**src/pkg/eip_map.svh**
```systemverilog
// Constants for the external interrupt pin block.
`ifndef EIP_MAP_SVH
`define EIP_MAP_SVH
`define EIP_NUM_PINS 5
`define EIP_PIN_ZERO 0
`define EIP_PIN_ONE 1
`define EIP_PIN_TWO 2
`define EIP_PIN_THREE 3
`define EIP_PIN_FOUR 4
`define EIP_PIN_RESET 1'b1
`define EIP_WAKE_MASK 5'h1e
`define EIP_SELECTABLE_MASK 5'h03
`endif

```
**src/pkg/eip_pkg.sv**
```systemverilog
// Types for the external interrupt pin block.
`default_nettype none
package eip_pkg;
	typedef enum logic {
		EIP_BOTH_EDGES,
		EIP_FALLING_ONLY
	} eip_edge_mode_type;
endpackage : eip_pkg
`default_nettype wire

```
**src/verilog/eip_ext_irq.sv**
```systemverilog
// Edge detection, pending flags and wake-up for five interrupt pins.
`timescale 1ns/1ps
`default_nettype none
`include "eip_map.svh"
module eip_ext_irq (
	input  wire logic mclk,
	input  wire logic nrst,
	input  wire logic extIrqZero,
	input  wire logic extIrqOne,
	input  wire logic extIrqTwo,
	input  wire logic extIrqThree,
	input  wire logic extIrqFour,
	input  wire logic irqZeroEdgeSelect,
	input  wire logic irqOneEdgeSelect,
	input  wire logic powerDown,
	input  wire logic [4:0] irqAck,
	output var  logic [4:0] irqPending,
	output var  logic wakeUp
);
	// A pin step driven at one clock edge is in the first synchroniser
	// stage after the next edge and in the second one edge later.
	// The edge decode then sees it, and the flag and the wake pulse
	// are loaded at the third edge after the step.
	// A pin must hold a level for at least one clock to be seen.
	// Shorter glitches may be lost; that is the price of sampling
	// asynchronous pins through a synchroniser.

	// Raw pin levels, bit i being pin i.
	logic [4:0] pinVec;
	// Settled level of each pin after the synchroniser.
	logic [4:0] nowVec;
	// Settled level of each pin one clock earlier.
	logic [4:0] prevVec;
	// A high to low step between the last two settled samples.
	logic [4:0] fallEdge;
	// A low to high step between the last two settled samples.
	logic [4:0] riseEdge;
	// Pins whose mode accepts rising edges as well as falling ones.
	logic [4:0] bothMode;
	// Rising edges that the mode of their pin accepts.
	logic [4:0] riseTaken;
	// Edges that raise a request in this cycle.
	logic [4:0] hitVec;
	// Flags that an acknowledge clears in this cycle.
	logic [4:0] clearVec;
	// Flags that stand on into the next cycle.
	logic [4:0] keepVec;
	// Pins that are able to bring the device out of power-down.
	logic [4:0] wakeCapable;
	// Qualifying edges on pins that are able to wake the device.
	logic [4:0] wakeHit;
	logic       anyWakeHit;
	logic [4:0] pendQ;
	logic [4:0] pendD;
	logic       wakeQ;
	logic       wakeD;
	eip_pkg::eip_edge_mode_type modeZero;
	eip_pkg::eip_edge_mode_type modeOne;

	// Gather the pins into one vector so the per-pin logic is a loop.
	assign pinVec[`EIP_PIN_ZERO]  = extIrqZero;
	assign pinVec[`EIP_PIN_ONE]   = extIrqOne;
	assign pinVec[`EIP_PIN_TWO]   = extIrqTwo;
	assign pinVec[`EIP_PIN_THREE] = extIrqThree;
	assign pinVec[`EIP_PIN_FOUR]  = extIrqFour;

	// The select inputs are read as the edge mode of their pin.
	assign modeZero = eip_pkg::eip_edge_mode_type'(irqZeroEdgeSelect);
	assign modeOne  = eip_pkg::eip_edge_mode_type'(irqOneEdgeSelect);

	// Only the two selectable pins may take both edges.
	assign bothMode[`EIP_PIN_ZERO] =
		(modeZero == eip_pkg::EIP_BOTH_EDGES);
	assign bothMode[`EIP_PIN_ONE] =
		(modeOne == eip_pkg::EIP_BOTH_EDGES);
	assign bothMode[`EIP_PIN_TWO]   = 1'b0;
	assign bothMode[`EIP_PIN_THREE] = 1'b0;
	assign bothMode[`EIP_PIN_FOUR]  = 1'b0;

	// Pins one to four wake the device; pin zero never does.
	assign wakeCapable = `EIP_WAKE_MASK;

	genvar gi;
	generate
		for (gi = 0; gi < `EIP_NUM_PINS; gi++) begin : g_pin
			// The synchroniser resets to the idle level, so a pin held
			// high through reset shows no edge at release.
			eip_pin_sync u_sync (
				.mclk    (mclk),
				.nrst    (nrst),
				.pinIn   (pinVec[gi]),
				.syncNow (nowVec[gi]),
				.syncPrev(prevVec[gi])
			);

			// Edges are found by comparing consecutive settled samples.
			assign fallEdge[gi] = prevVec[gi] & ~nowVec[gi];
			assign riseEdge[gi] = ~prevVec[gi] & nowVec[gi];

			// Rising edges count only on a pin in both-edges mode.
			assign riseTaken[gi] = riseEdge[gi] & bothMode[gi];

			// Falling edges count on every pin.
			assign hitVec[gi] = fallEdge[gi] | riseTaken[gi];

			// An acknowledge clears a flag only when no new edge lands.
			assign clearVec[gi] = irqAck[gi] & ~hitVec[gi];
			assign keepVec[gi]  = pendQ[gi] & ~clearVec[gi];

			// A new edge wins over an acknowledge in the same cycle.
			assign pendD[gi] = keepVec[gi] | hitVec[gi];

			// Only a qualifying edge on a capable pin may wake.
			assign wakeHit[gi] = hitVec[gi] & wakeCapable[gi];
		end
	endgenerate

	// Waking needs the device to be in power-down as the edge lands.
	assign anyWakeHit = |wakeHit;
	assign wakeD      = powerDown & anyWakeHit;

	// Pending flags are sticky until acknowledged.
	always_ff @(posedge mclk or negedge nrst) begin
		if (!nrst) begin
			pendQ <= 5'h00;
		end else begin
			pendQ <= pendD;
		end
	end

	// The wake pulse lasts one clock for each cycle with a qualifying edge on a capable pin during power-down.
	always_ff @(posedge mclk or negedge nrst) begin
		if (!nrst) begin
			wakeQ <= 1'b0;
		end else begin
			wakeQ <= wakeD;
		end
	end

	assign irqPending = pendQ;
	assign wakeUp     = wakeQ;
endmodule : eip_ext_irq
`default_nettype wire

```
**src/verilog/eip_pin_sync.sv**
```systemverilog
// Two-stage synchroniser with a third stage for edge detection.
`timescale 1ns/1ps
`default_nettype none
`include "eip_map.svh"
module eip_pin_sync (
	input  wire logic mclk,
	input  wire logic nrst,
	input  wire logic pinIn,
	output var  logic syncNow,
	output var  logic syncPrev
);
	logic metaQ;

	always_ff @(posedge mclk or negedge nrst) begin
		if (!nrst) begin
			metaQ    <= `EIP_PIN_RESET;
			syncNow  <= `EIP_PIN_RESET;
			syncPrev <= `EIP_PIN_RESET;
		end else begin
			metaQ    <= pinIn;
			syncNow  <= metaQ;
			syncPrev <= syncNow;
		end
	end
endmodule : eip_pin_sync
`default_nettype wire
```
**config.mk**
```make
export PLATFORM = sky130hd
export DESIGN_NAME = eip_ext_irq
export DESIGN_NICKNAME = d
export VERILOG_FILES = /design/src/pkg/eip_pkg.sv /design/src/verilog/eip_ext_irq.sv /design/src/verilog/eip_pin_sync.sv
export VERILOG_INCLUDE_DIRS = /design/src /design/src/pkg
export SDC_FILE = /design/constraint.sdc
export NUM_CORES = 1
export LEC_CHECK = 0
export ABC_AREA = 1
export BUFFER_PORTS_ARGS = -buffer_cell sky130_fd_sc_hd__buf_2
export CORE_ASPECT_RATIO = 1.75
export CORE_UTILIZATION = 29
export CTS_CLUSTER_DIAMETER = 30
export CTS_CLUSTER_SIZE = 20
export DETAILED_ROUTE_END_ITERATION = 8
export PLACE_DENSITY = 0.59
export SLEW_MARGIN = 15
export SYNTH_ARGS = -nofsm -noshare
export SYNTH_HDL_FRONTEND = slang
export SYNTH_HIERARCHICAL = 1
export SYNTH_SLANG_ARGS = --single-unit
```
**constraint.sdc**
```tcl
create_clock -name mclk -period 1 [get_ports mclk]
set_input_delay 0.3 -clock mclk [delete_from_list [all_inputs] [get_ports mclk]]
set_output_delay 0.3 -clock mclk [all_outputs]
set_load 0.02 [all_outputs]
```
Word level (Yosys, flattened, before mapping)

Index checks and enable logic that the tools add are counted.

Register bits: 21
Input port bits: 15

Bitwise logic cells: 46
Reduce and logical (&&, ||, !) cells: 1

Operator list:

| cell            | number |
|---|---|
| $and 1x1->1     | 20 |
| $not 1->1       | 19 |
| $or 1x1->1      | 7 |
| $reduce_or 4->1 | 1 |

Depth between registers and ports, before layout

Gate-level depths: netlist (run 1).

Depth in word-level cells: 9
Mapped depth: 5
Mapped depth without buffers: 5

By module

The synthesis (run 1) kept the hierarchy.

By module, submodules not included:

| module       | instances | cells an instance | area each (sq um) |
|---|---|---|---|
| eip_pin_sync | 5         | 3                 | 78.8 |
| eip_ext_irq  | 1         | 35                | 274.0 |

Worst setup path before layout (run 1)

Ideal clock, no wire load.

Path type: flip-flop to flip-flop
Start point: register g_pin[1].u_sync.syncNow
End point: register wakeQ, in the netlist wakeUp
Arrival: 779 ps
Required time: 885 ps
Path slack: 106 ps
Cell stages (with the launch flop): 6
Buffers on the path: 0
Period minus slack after synthesis: 894 ps
Cell sequence: dfstp_2 inv_1 nand2_1 nand2_1 nor2_1 nor2_1

Cells in the longest elaborated chain, start to end: 5
Elaborated cells on any way between the ends: 7
Those cells by class: bitwise: 6; reduce/logical: 1

RTL lines:

| item                                            | line                                  | source |
|---|---|---|
| start: declaration                              | eip_pin_sync.sv:9                     | `output var logic syncNow,` |
| start signal: assignment                        | eip_pin_sync.sv:17                    | `` syncNow <= `EIP_PIN_RESET; `` |
| start signal: assignment                        | eip_pin_sync.sv:21                    | `syncNow <= metaQ;` |
| $and 1x1->1 / $not 1->1 (equally long branches) | eip_ext_irq.sv:98, eip_ext_irq.sv:97  |  |
| $and 1x1->1, on equally long branches           | eip_ext_irq.sv:101, eip_ext_irq.sv:97 |  |
| $or 1x1->1 (*)                                  | eip_ext_irq.sv:104                    | `assign hitVec[gi] = fallEdge[gi] \| riseTaken[gi];` |
| $reduce_or 4->1 (*)                             | eip_ext_irq.sv:119                    | `assign anyWakeHit = \|wakeHit;` |
| $and 1x1->1 (*)                                 | eip_ext_irq.sv:120                    | `assign wakeD = powerDown & anyWakeHit;` |
| via wakeD                                       | eip_ext_irq.sv:56                     | `logic wakeD;` |
| end signal: assignment                          | eip_ext_irq.sv:136                    | `wakeQ <= wakeD;` |
| end: declaration                                | eip_ext_irq.sv:55                     | `logic wakeQ;` |

Mark *: on every way through the listed nets, which the timed path passes. The rest lies on a longest branch.

Worst setup path after layout (run 1)

Start point: register pendQ[4], in the netlist irqPending[4]
End point: output irqPending[4]

RTL lines:

| item                     | line               | source |
|---|---|---|
| start: declaration       | eip_ext_irq.sv:53  | `logic [4:0] pendQ;` |
| start signal: assignment | eip_ext_irq.sv:127 | `pendQ <= pendD;` |
| end: declaration         | eip_ext_irq.sv:17  | `output var logic [4:0] irqPending,` |

No word-level cell between the ends.

==> flow_metrics.tcl, run 1 <==
set metrics [dict create \
    clock_sinks 21 \
    first_pass_iters 3 \
    layout-drive-gt1-share_pct 53.2 \
    path_clk_slew_ps 100 \
    drcViolationCount 0 \
    antenna_left 0 \
    ys.flop_type "dfstp_2" \
    num-fill-cells 217 \
    grt_overflow_total 0 \
    synthAdderAreaFrac_pct 0 \
    synth.avg_cell_area_um2 13.4 \
    final-seq-area_um2 544 \
    area_delta_synth_final_pct 35.0 \
    synth-async-reset-ratio_pct 100 \
    vias 418 \
    p_int_w 0.00118 \
    maxCapViolations 0 \
    slew_headroom_pct 70.0 \
    min_period_ps 1150 \
    ys_seq_elements 21 \
    cpLargestDelayFamily "flip-flops" \
    netlist_top_cells_area "dfstp_2 (59%), dfrtp_1 (22%), inv_1 (7.3%)" \
    finClkSkew_ps 2.03 \
    pwr-share-seq_pct 62.8 \
    viasPerCell 4.06 \
    yosys.area.top_type "dfstp_2" \
    synth_cells 50 \
    violations "setup timing" \
    grt_usage_pct 9.18 \
    grt_max_degree 22 \
    synth_area_um2 668 \
    ys_seq_area_share_pct 81.5 \
    crit_required_ps 700 \
    synth_most_common_cell "dfstp_2" \
    regToRegSetupSlack_ps 60 \
    clock_latency_ps 290 \
    synth-compound-area-share_pct 4.68 \
    power_w 0.00152 \
    coreArea_um2 2150 \
    crit_path_end_kind "primary output" \
    holdWs_ps 89.0 \
    arrival_ps 850 \
    cts_buffers 3 \
    synth_top_area_share_pct 59.0 \
    gp_congestion 0.662 \
    root_buffer "clkbuf_4" \
    netlist-cell-type-count 9 \
    combPwrFrac_pct 12.0 \
    synthSimpleGateAreaFrac_pct 6.55 \
    multi_input_area_um2 75.1 \
    timing.final.ws_setup_ps -151 \
    detail_route.wl_per_cell_um 8.98 \
    hold_class "input pin to register" \
    grt_pass1_vias 399 \
    synth_top_family_by_area "buffers and inverters" \
    die_w_um 38.3 \
    clockPowerShare_pct 25.2 \
    rows 22 \
    final_core_util_pct 42.0 \
    synthTopCellsByCount "dfstp_2 (15), inv_1 (13), dfrtp_1 (6), nand2_1 (6)" \
    ys_warn_count 6 \
    timing_max_transition_violations_final 0 \
    ir_drop_mv 0.931 \
    synth-xor-area-share_pct 0 \
    power_density_nw_per_um2 1680 \
    drt_first_iter_violations 2 \
    p_sw_w 0.000338 \
    period_share_pct 115 \
    initial_utilization_pct 31.1 \
    cts.path.max_buffers 2 \
    p_leak_nw 0.459 \
    cts_tree "done" \
    path_max_fanout 2 \
    dp_hpwl_um 640 \
    insertedDiodeCount 0 \
    max_freq_mhz 869 \
    nNetsFinal 95 \
    tightest_slew_ps 450 \
    worst-path-buf-inv 1 \
    portBuffers 20 \
    die_h_um 65.5 \
    grt_setup_unrepaired "yes" \
    synth_edf_count 0 \
    cpPeakStageDelay_ps 420 \
    start_kind "register" \
    antenna_found_initial 0 \
    crit_type "register to primary output" \
    syn-num-nets 65 \
    io_pins 21 \
    htree_levels 1 \
    finalSetupViolations 6 \
    totalWireLength_um 925 \
    p_sw_share_pct 22.3 \
    synth.mux.area_fraction_pct 0 \
    crit_chain "buf_6" \
    grt_pass1_wl_mm 1.52 \
    crit_slowest_cell "dfrtp_1" \
    finalHoldViolations 0 \
    status "finished with violations" \
    die_area_um2 2510 \
]
cell families after synthesis:
| kind of cell | count (synthesis) |
|---|---|
| compound gates | 5 |
| buf+inv | 13 |
| flops | 21 |
| simple gates | 11 |
flip-flops by register name, indices dropped and copies added, names as in the netlist:
register and flops:
irqPending 5, g_pin.u_sync/syncPrev 5, wakeUp 1, g_pin.u_sync/syncNow 5
g_pin.u_sync/metaQ 5
layout make-up:
class,instances,share of cell area [%]
multi-input combinational,16,8.32
tap,24,3.33
inverter,13,5.41
timing repair buffer,25,19.7
clock buffer,4,2.91
sequential,21,60.3
per-layer routing:
layer,GRT usage (%),part of all wire [%],vias up,wire length [um]
li1,-,-,208,-
met1,9.71,44,188,404
met2,13.1,47,17,433
met3,3.04,5.1,5,47
met4,9.38,4.2,0,39
met5,0,0,-,0
power groups by stage:
stage | sequential, W | combinational [W] | clock [W]
final | 0.000954 | 0.000182 | 0.000383
after global routing | 0.000962 | 0.000199 | 0.000442
after CTS | 0.000955 | 0.000174 | 0.000414
after detailed placement | 0.000963 | 0.000133 | 0
after global placement | 0.000960 | 0.000130 | 0
after floorplan | 0.000990 | 0.0000330 | 0
through the flow:
step           instances  worst slack [ps]  area [um2]  setup TNS (ps)
2_1_floorplan         50               106         668               0
3_3_place_gp          94              77.7         798               0
3_5_place_dp          94              51.6         798               0
4_1_cts              101              -166         887            -897
5_1_grt              103              -194         902           -1060
6_report             103              -151         902            -775
final timing paths:
| kind | startpoint | endpoint | cells past startpoint |
|---|---|---|---|
| max | irqPending[4] | irqPending[4] | 1 |
| max in group asynchronous | nrst | g_pin[2].u_sync/syncPrev | 2 |
| max reg2reg | g_pin[1].u_sync/syncNow | wakeUp | 5 |
| min | extIrqZero | g_pin[0].u_sync/metaQ | 1 |
| min in group asynchronous | nrst | irqPending[1] | 2 |
| min reg2reg | g_pin[1].u_sync/metaQ | g_pin[1].u_sync/syncNow | 0 |
repair_timing:
item,in CTS,in global routing
cloned,0,0
buffers inserted,2,2
endpoints found under the setup margin,6,6
resized for setup,12,0
endpoints found under the hold margin,6,0
hold buffers,1,0
cell usage in the layout, fill, tap and decap left out, drive strengths merged:
cell	count
dfstp	15
buf	24
o221ai	1
o21ai	3
nand3	2
dlygate4sd3	1
inv	13
nor2	3
o211ai	1
clkbuf	4
nand2	6
dfrtp	6
Note: power is estimated with default switching activity, not from simulation.
==> run 2, diff against run 1 <==
PLACE_DENSITY = 0.61   (was 0.59)
clock period = 0.97 ns   (was 1 ns; I/O delays follow)
==> flow_metrics.tcl, run 2 (synthesis results as in run 1) <==
set metrics [dict create \
    crit_chain "buf_6" \
    initial_utilization_pct 31.1 \
    clock_latency_ps 290 \
    cts_tree "done" \
    first_pass_iters 2 \
    detail_route.wl_per_cell_um 8.45 \
    grt_usage_pct 9.12 \
    path_max_fanout 2 \
    max_freq_mhz 887 \
    cpPeakStageDelay_ps 410 \
    crit_type "register to primary output" \
    drt_first_iter_violations 1 \
    die_area_um2 2510 \
    dpl.cell_count 94 \
    layout-drive-gt1-share_pct 56.4 \
    holdPathStages 1 \
    grt_pass1_vias 428 \
    layout.cells.non_filler 102 \
    violations "setup timing" \
    power_w 0.00156 \
    final_cell_mix "dfstp_2 (15), buf_2 (14), inv_1 (11)" \
    viasPerCell 4.05 \
    portBuffers 20 \
    area_delta_synth_final_pct 34.3 \
    finClkSkew_ps 5.67 \
    drcViolationCount 0 \
    rows 22 \
    crit_path_end_kind "primary output" \
    grt_max_degree 22 \
    antenna_left 0 \
    vias 413 \
    die_w_um 38.3 \
    power_density_nw_per_um2 1740 \
    root_buffer "clkbuf_4" \
    status "finished with violations" \
    finalSetupViolations 6 \
    grt_overflow_total 0 \
    start_kind "register" \
    io_pins 21 \
    final_common_cell "dfstp_2" \
    coreArea_um2 2150 \
    crit_slowest_cell "dfrtp_1" \
    worst-path-buf-inv 1 \
    antenna_found_initial 0 \
    timing.final.ws_setup_ps -157 \
    slew_headroom_pct 71.2 \
    ir_drop_mv 0.912 \
    finalHoldViolations 0 \
    insertedDiodeCount 0 \
    fin_area_um2 897 \
    maxCapViolations 0 \
    grt_setup_unrepaired "yes" \
    cts.path.max_buffers 2 \
    cts_buffers 3 \
    grt_pass1_wl_mm 1.55 \
    timing_max_transition_violations_final 0 \
    crit_required_ps 680 \
    totalWireLength_um 862 \
    hold_class "input pin to register" \
    tightest_slew_ps 433 \
    arrival_ps 840 \
    gp_congestion 0.596 \
    cp.depth 1 \
    clock_sinks 21 \
    die_h_um 65.5 \
    nNetsFinal 94 \
    cpLargestDelayFamily "flip-flops" \
    num-fill-cells 215 \
    period_share_pct 116 \
    min_period_ps 1130 \
    dpl_cell_area_um2 798 \
    p_leak_nw 0.452 \
    htree_levels 1 \
    ff2ff_path_depth 5 \
    path_clk_slew_ps 110 \
]
-- run 2: cell count changes in the layout (fill, tap and decap cells not counted), sizes merged --
cell  delta
buf      -1
-- run 2: power by group --
part | switching, W | leakage, nW | internal (W)
logic | 0.0000846 | 0.207 | 0.0000975
registers | 0.0000282 | 0.230 | 0.000956
clock network | 0.000232 | 0.0150 | 0.000160
-- run 2: routing by layer --
layer	global-route usage, %	routed length (um)	vias to the layer above
met5	0	0	-
met4	8.04	9	0
met3	2.36	37	2
met2	14.4	464	14
met1	9.30	350	193
li1	-	-	204
-- run 2: layout make-up --
class,count,area [um2],share of cell area [%]
sequential,21,544,60.7
timing repair buffer,24,170,19.0
multi-input combinational,16,77.6,8.65
inverter,13,48.8,5.44
tap,24,30.0,3.35
clock buffer,4,26.3,2.93
-- run 2: stage by stage --
step                      utilization [%]  hold WS (ps)  TNS, ps  setup WS (ps)
after floorplan                         -         -4.59        0           75.8
after global placement               37.2           254        0           49.6
after detailed placement             37.2           260        0           33.5
after CTS                            41.3          67.8     -994           -179
after global routing                 41.8          49.3    -1160           -203
final                                41.8          83.4     -857           -157
-- run 2: worst paths after layout --
path                                          from                       end  slack [ps]
hold / removal                          extIrqZero     g_pin[0].u_sync/metaQ          80
setup reg to reg           g_pin[1].u_sync/syncNow                    wakeUp          30
max in group asynchronous                     nrst  g_pin[1].u_sync/syncPrev         170
hold reg to reg              g_pin[1].u_sync/metaQ   g_pin[1].u_sync/syncNow         360
setup / recovery                     irqPending[4]             irqPending[4]        -160
min in group asynchronous                     nrst             irqPending[3]         460
-- run 2: repair_timing --
item,CTS,global route
setup buffers,2,1
hold buffers,1,0
setup endpoints to repair,6,7
hold endpoints to repair,6,0
gates resized for setup,12,3
==> run 3, diff against run 2 <==
CORE_ASPECT_RATIO = not set   (was 1.75)
CORE_UTILIZATION = 42   (was 29)
PLACE_DENSITY = 0.79   (was 0.61)
==> flow_metrics.tcl, run 3 (synthesis results as in run 1) <==
set metrics [dict create \
    min_period_ps 1130 \
    cts_tree "done" \
    gp_congestion 0.572 \
    area_delta_synth_final_pct 38.0 \
    grt_max_degree 22 \
    rows 14 \
    die_area_um2 1750 \
    tightest_slew_ps 430 \
    max_freq_mhz 888 \
    detail_route.wl_per_cell_um 11.5 \
    layout-drive-gt1-share_pct 65.0 \
    coreArea_um2 1490 \
    holdPathStages 1 \
    cpLargestDelayFamily "flip-flops" \
    maxCapViolations 0 \
    final_cell_mix "dfstp_2 (15), buf_2 (14), inv_1 (11)" \
    crit_path_end_kind "primary output" \
    layout.cells.non_filler 96 \
    timing_max_transition_violations_final 0 \
    grt_setup_unrepaired "yes" \
    finClkSkew_ps 4.55 \
    initial_utilization_pct 44.9 \
    hold_class "input pin to register" \
    p_leak_nw 0.466 \
    ff2ff_path_depth 4 \
    first_pass_iters 2 \
    dpl_cell_area_um2 788 \
    totalWireLength_mm 1.11 \
    drt_first_iter_violations 1 \
    power_w 0.00158 \
    fin_area_um2 922 \
    io_pins 21 \
    finalHoldViolations 0 \
    final-seq-area_um2 544 \
    htree_levels 1 \
    regToRegSetupSlack_ps -30 \
    final_core_util_pct 61.9 \
    dp_hpwl_um 751 \
    antenna_left 0 \
    grt_pass1_vias 455 \
    grt_overflow_total 0 \
    insertedDiodeCount 0 \
    antenna_found_initial 0 \
    multi_input_area_um2 97.6 \
    nNetsFinal 96 \
    grt_pass1_wl_mm 1.81 \
    die_w_um 41.9 \
    crit_type "register to primary output" \
    drcViolationCount 0 \
    vias 449 \
    cp.depth 1 \
    die_h_um 41.9 \
    arrival_ps 830 \
    path_clk_slew_ps 100 \
    viasPerCell 4.68 \
    crit_slowest_cell "dfrtp_1" \
    num-fill-cells 130 \
    timing.final.ws_setup_ps -156 \
    cts.path.max_buffers 2 \
    period_share_pct 116 \
    clock_sinks 21 \
    grt_usage_pct 14.7 \
    cpPeakStageDelay_ps 410 \
    cts_buffers 3 \
    ir_drop_mv 1.03 \
    final_common_cell "dfstp_2" \
    status "finished with violations" \
    worst-path-buf-inv 1 \
    start_kind "register" \
    root_buffer "clkbuf_4" \
    clock_latency_ps 290 \
    path_max_fanout 2 \
    slew_headroom_pct 71.3 \
    dpl.cell_count 86 \
    finalSetupViolations 8 \
    violations "setup timing" \
    crit_chain "buf_6" \
    crit_required_ps 680 \
    power_density_nw_per_um2 1720 \
    portBuffers 20 \
]
[run 3: changes by cell type in the layout (fill, tap and decap cells not counted)]
| cell | before | now |
|---|---|---|
| nand2_1 | 5 | 2 |
| buf_4 | 3 | 5 |
| nor2_2 | 0 | 1 |
| nor2_1 | 3 | 2 |
| nand3_2 | 0 | 2 |
| nand2_2 | 1 | 4 |
| nand3_1 | 2 | 0 |
[run 3: layout make-up]
| cell class | instances | share of cell area (%) |
|---|---|---|
| multi-input cells | 16 | 10.6 |
| clock buffers | 4 | 2.85 |
| inverters | 13 | 5.29 |
| repair buffers | 26 | 20.1 |
| flip-flops and latches | 21 | 59.0 |
| well taps | 16 | 2.17 |
[run 3: per-layer routing]
metal / track usage, % / share of wire (%) / up-vias
met5: 0 / 0 / -
met4: 11.6 / 0.90 / 0
met3: 3.91 / 3.3 / 2
met2: 24.4 / 56 / 12
met1: 15.5 / 40 / 226
li1: - / - / 209
[run 3: where the power goes]
group	switching, W	total [W]	internal, W
logic	0.0000978	0.000204	0.000106
registers	0.0000313	0.000987	0.000956
clock network	0.000233	0.000393	0.000160
total	0.000362	0.00158	0.00122
[run 3: worst paths after layout]
kind                                              start                        to
worst max-delay path                      irqPending[1]             irqPending[1]
worst min-delay path                          extIrqOne     g_pin[1].u_sync/metaQ
worst max register to register  g_pin[1].u_sync/syncNow             irqPending[1]
worst min register to register    g_pin[3].u_sync/metaQ   g_pin[3].u_sync/syncNow
max in group asynchronous                          nrst  g_pin[2].u_sync/syncPrev
min in group asynchronous                          nrst                    wakeUp
[run 3: what timing repair did]
action / in CTS / in global routing
endpoints found under the hold margin: 6 / 0
buffers inserted: 1 / 4
gates resized for setup: 12 / 9
pin swaps: 1 / 4
setup endpoints to repair: 7 / 7
hold buffers: 1 / 0
[run 3: through the flow]
stage          hold WS, ps  worst slack, ps  setup TNS (ps)
4_1_cts               71.3             -170            -957
2_1_floorplan        -4.59             75.8               0
3_3_place_gp           251             44.7               0
3_5_place_dp           259             8.04               0
6_report              85.3             -156            -911
5_1_grt               50.8             -207           -1290
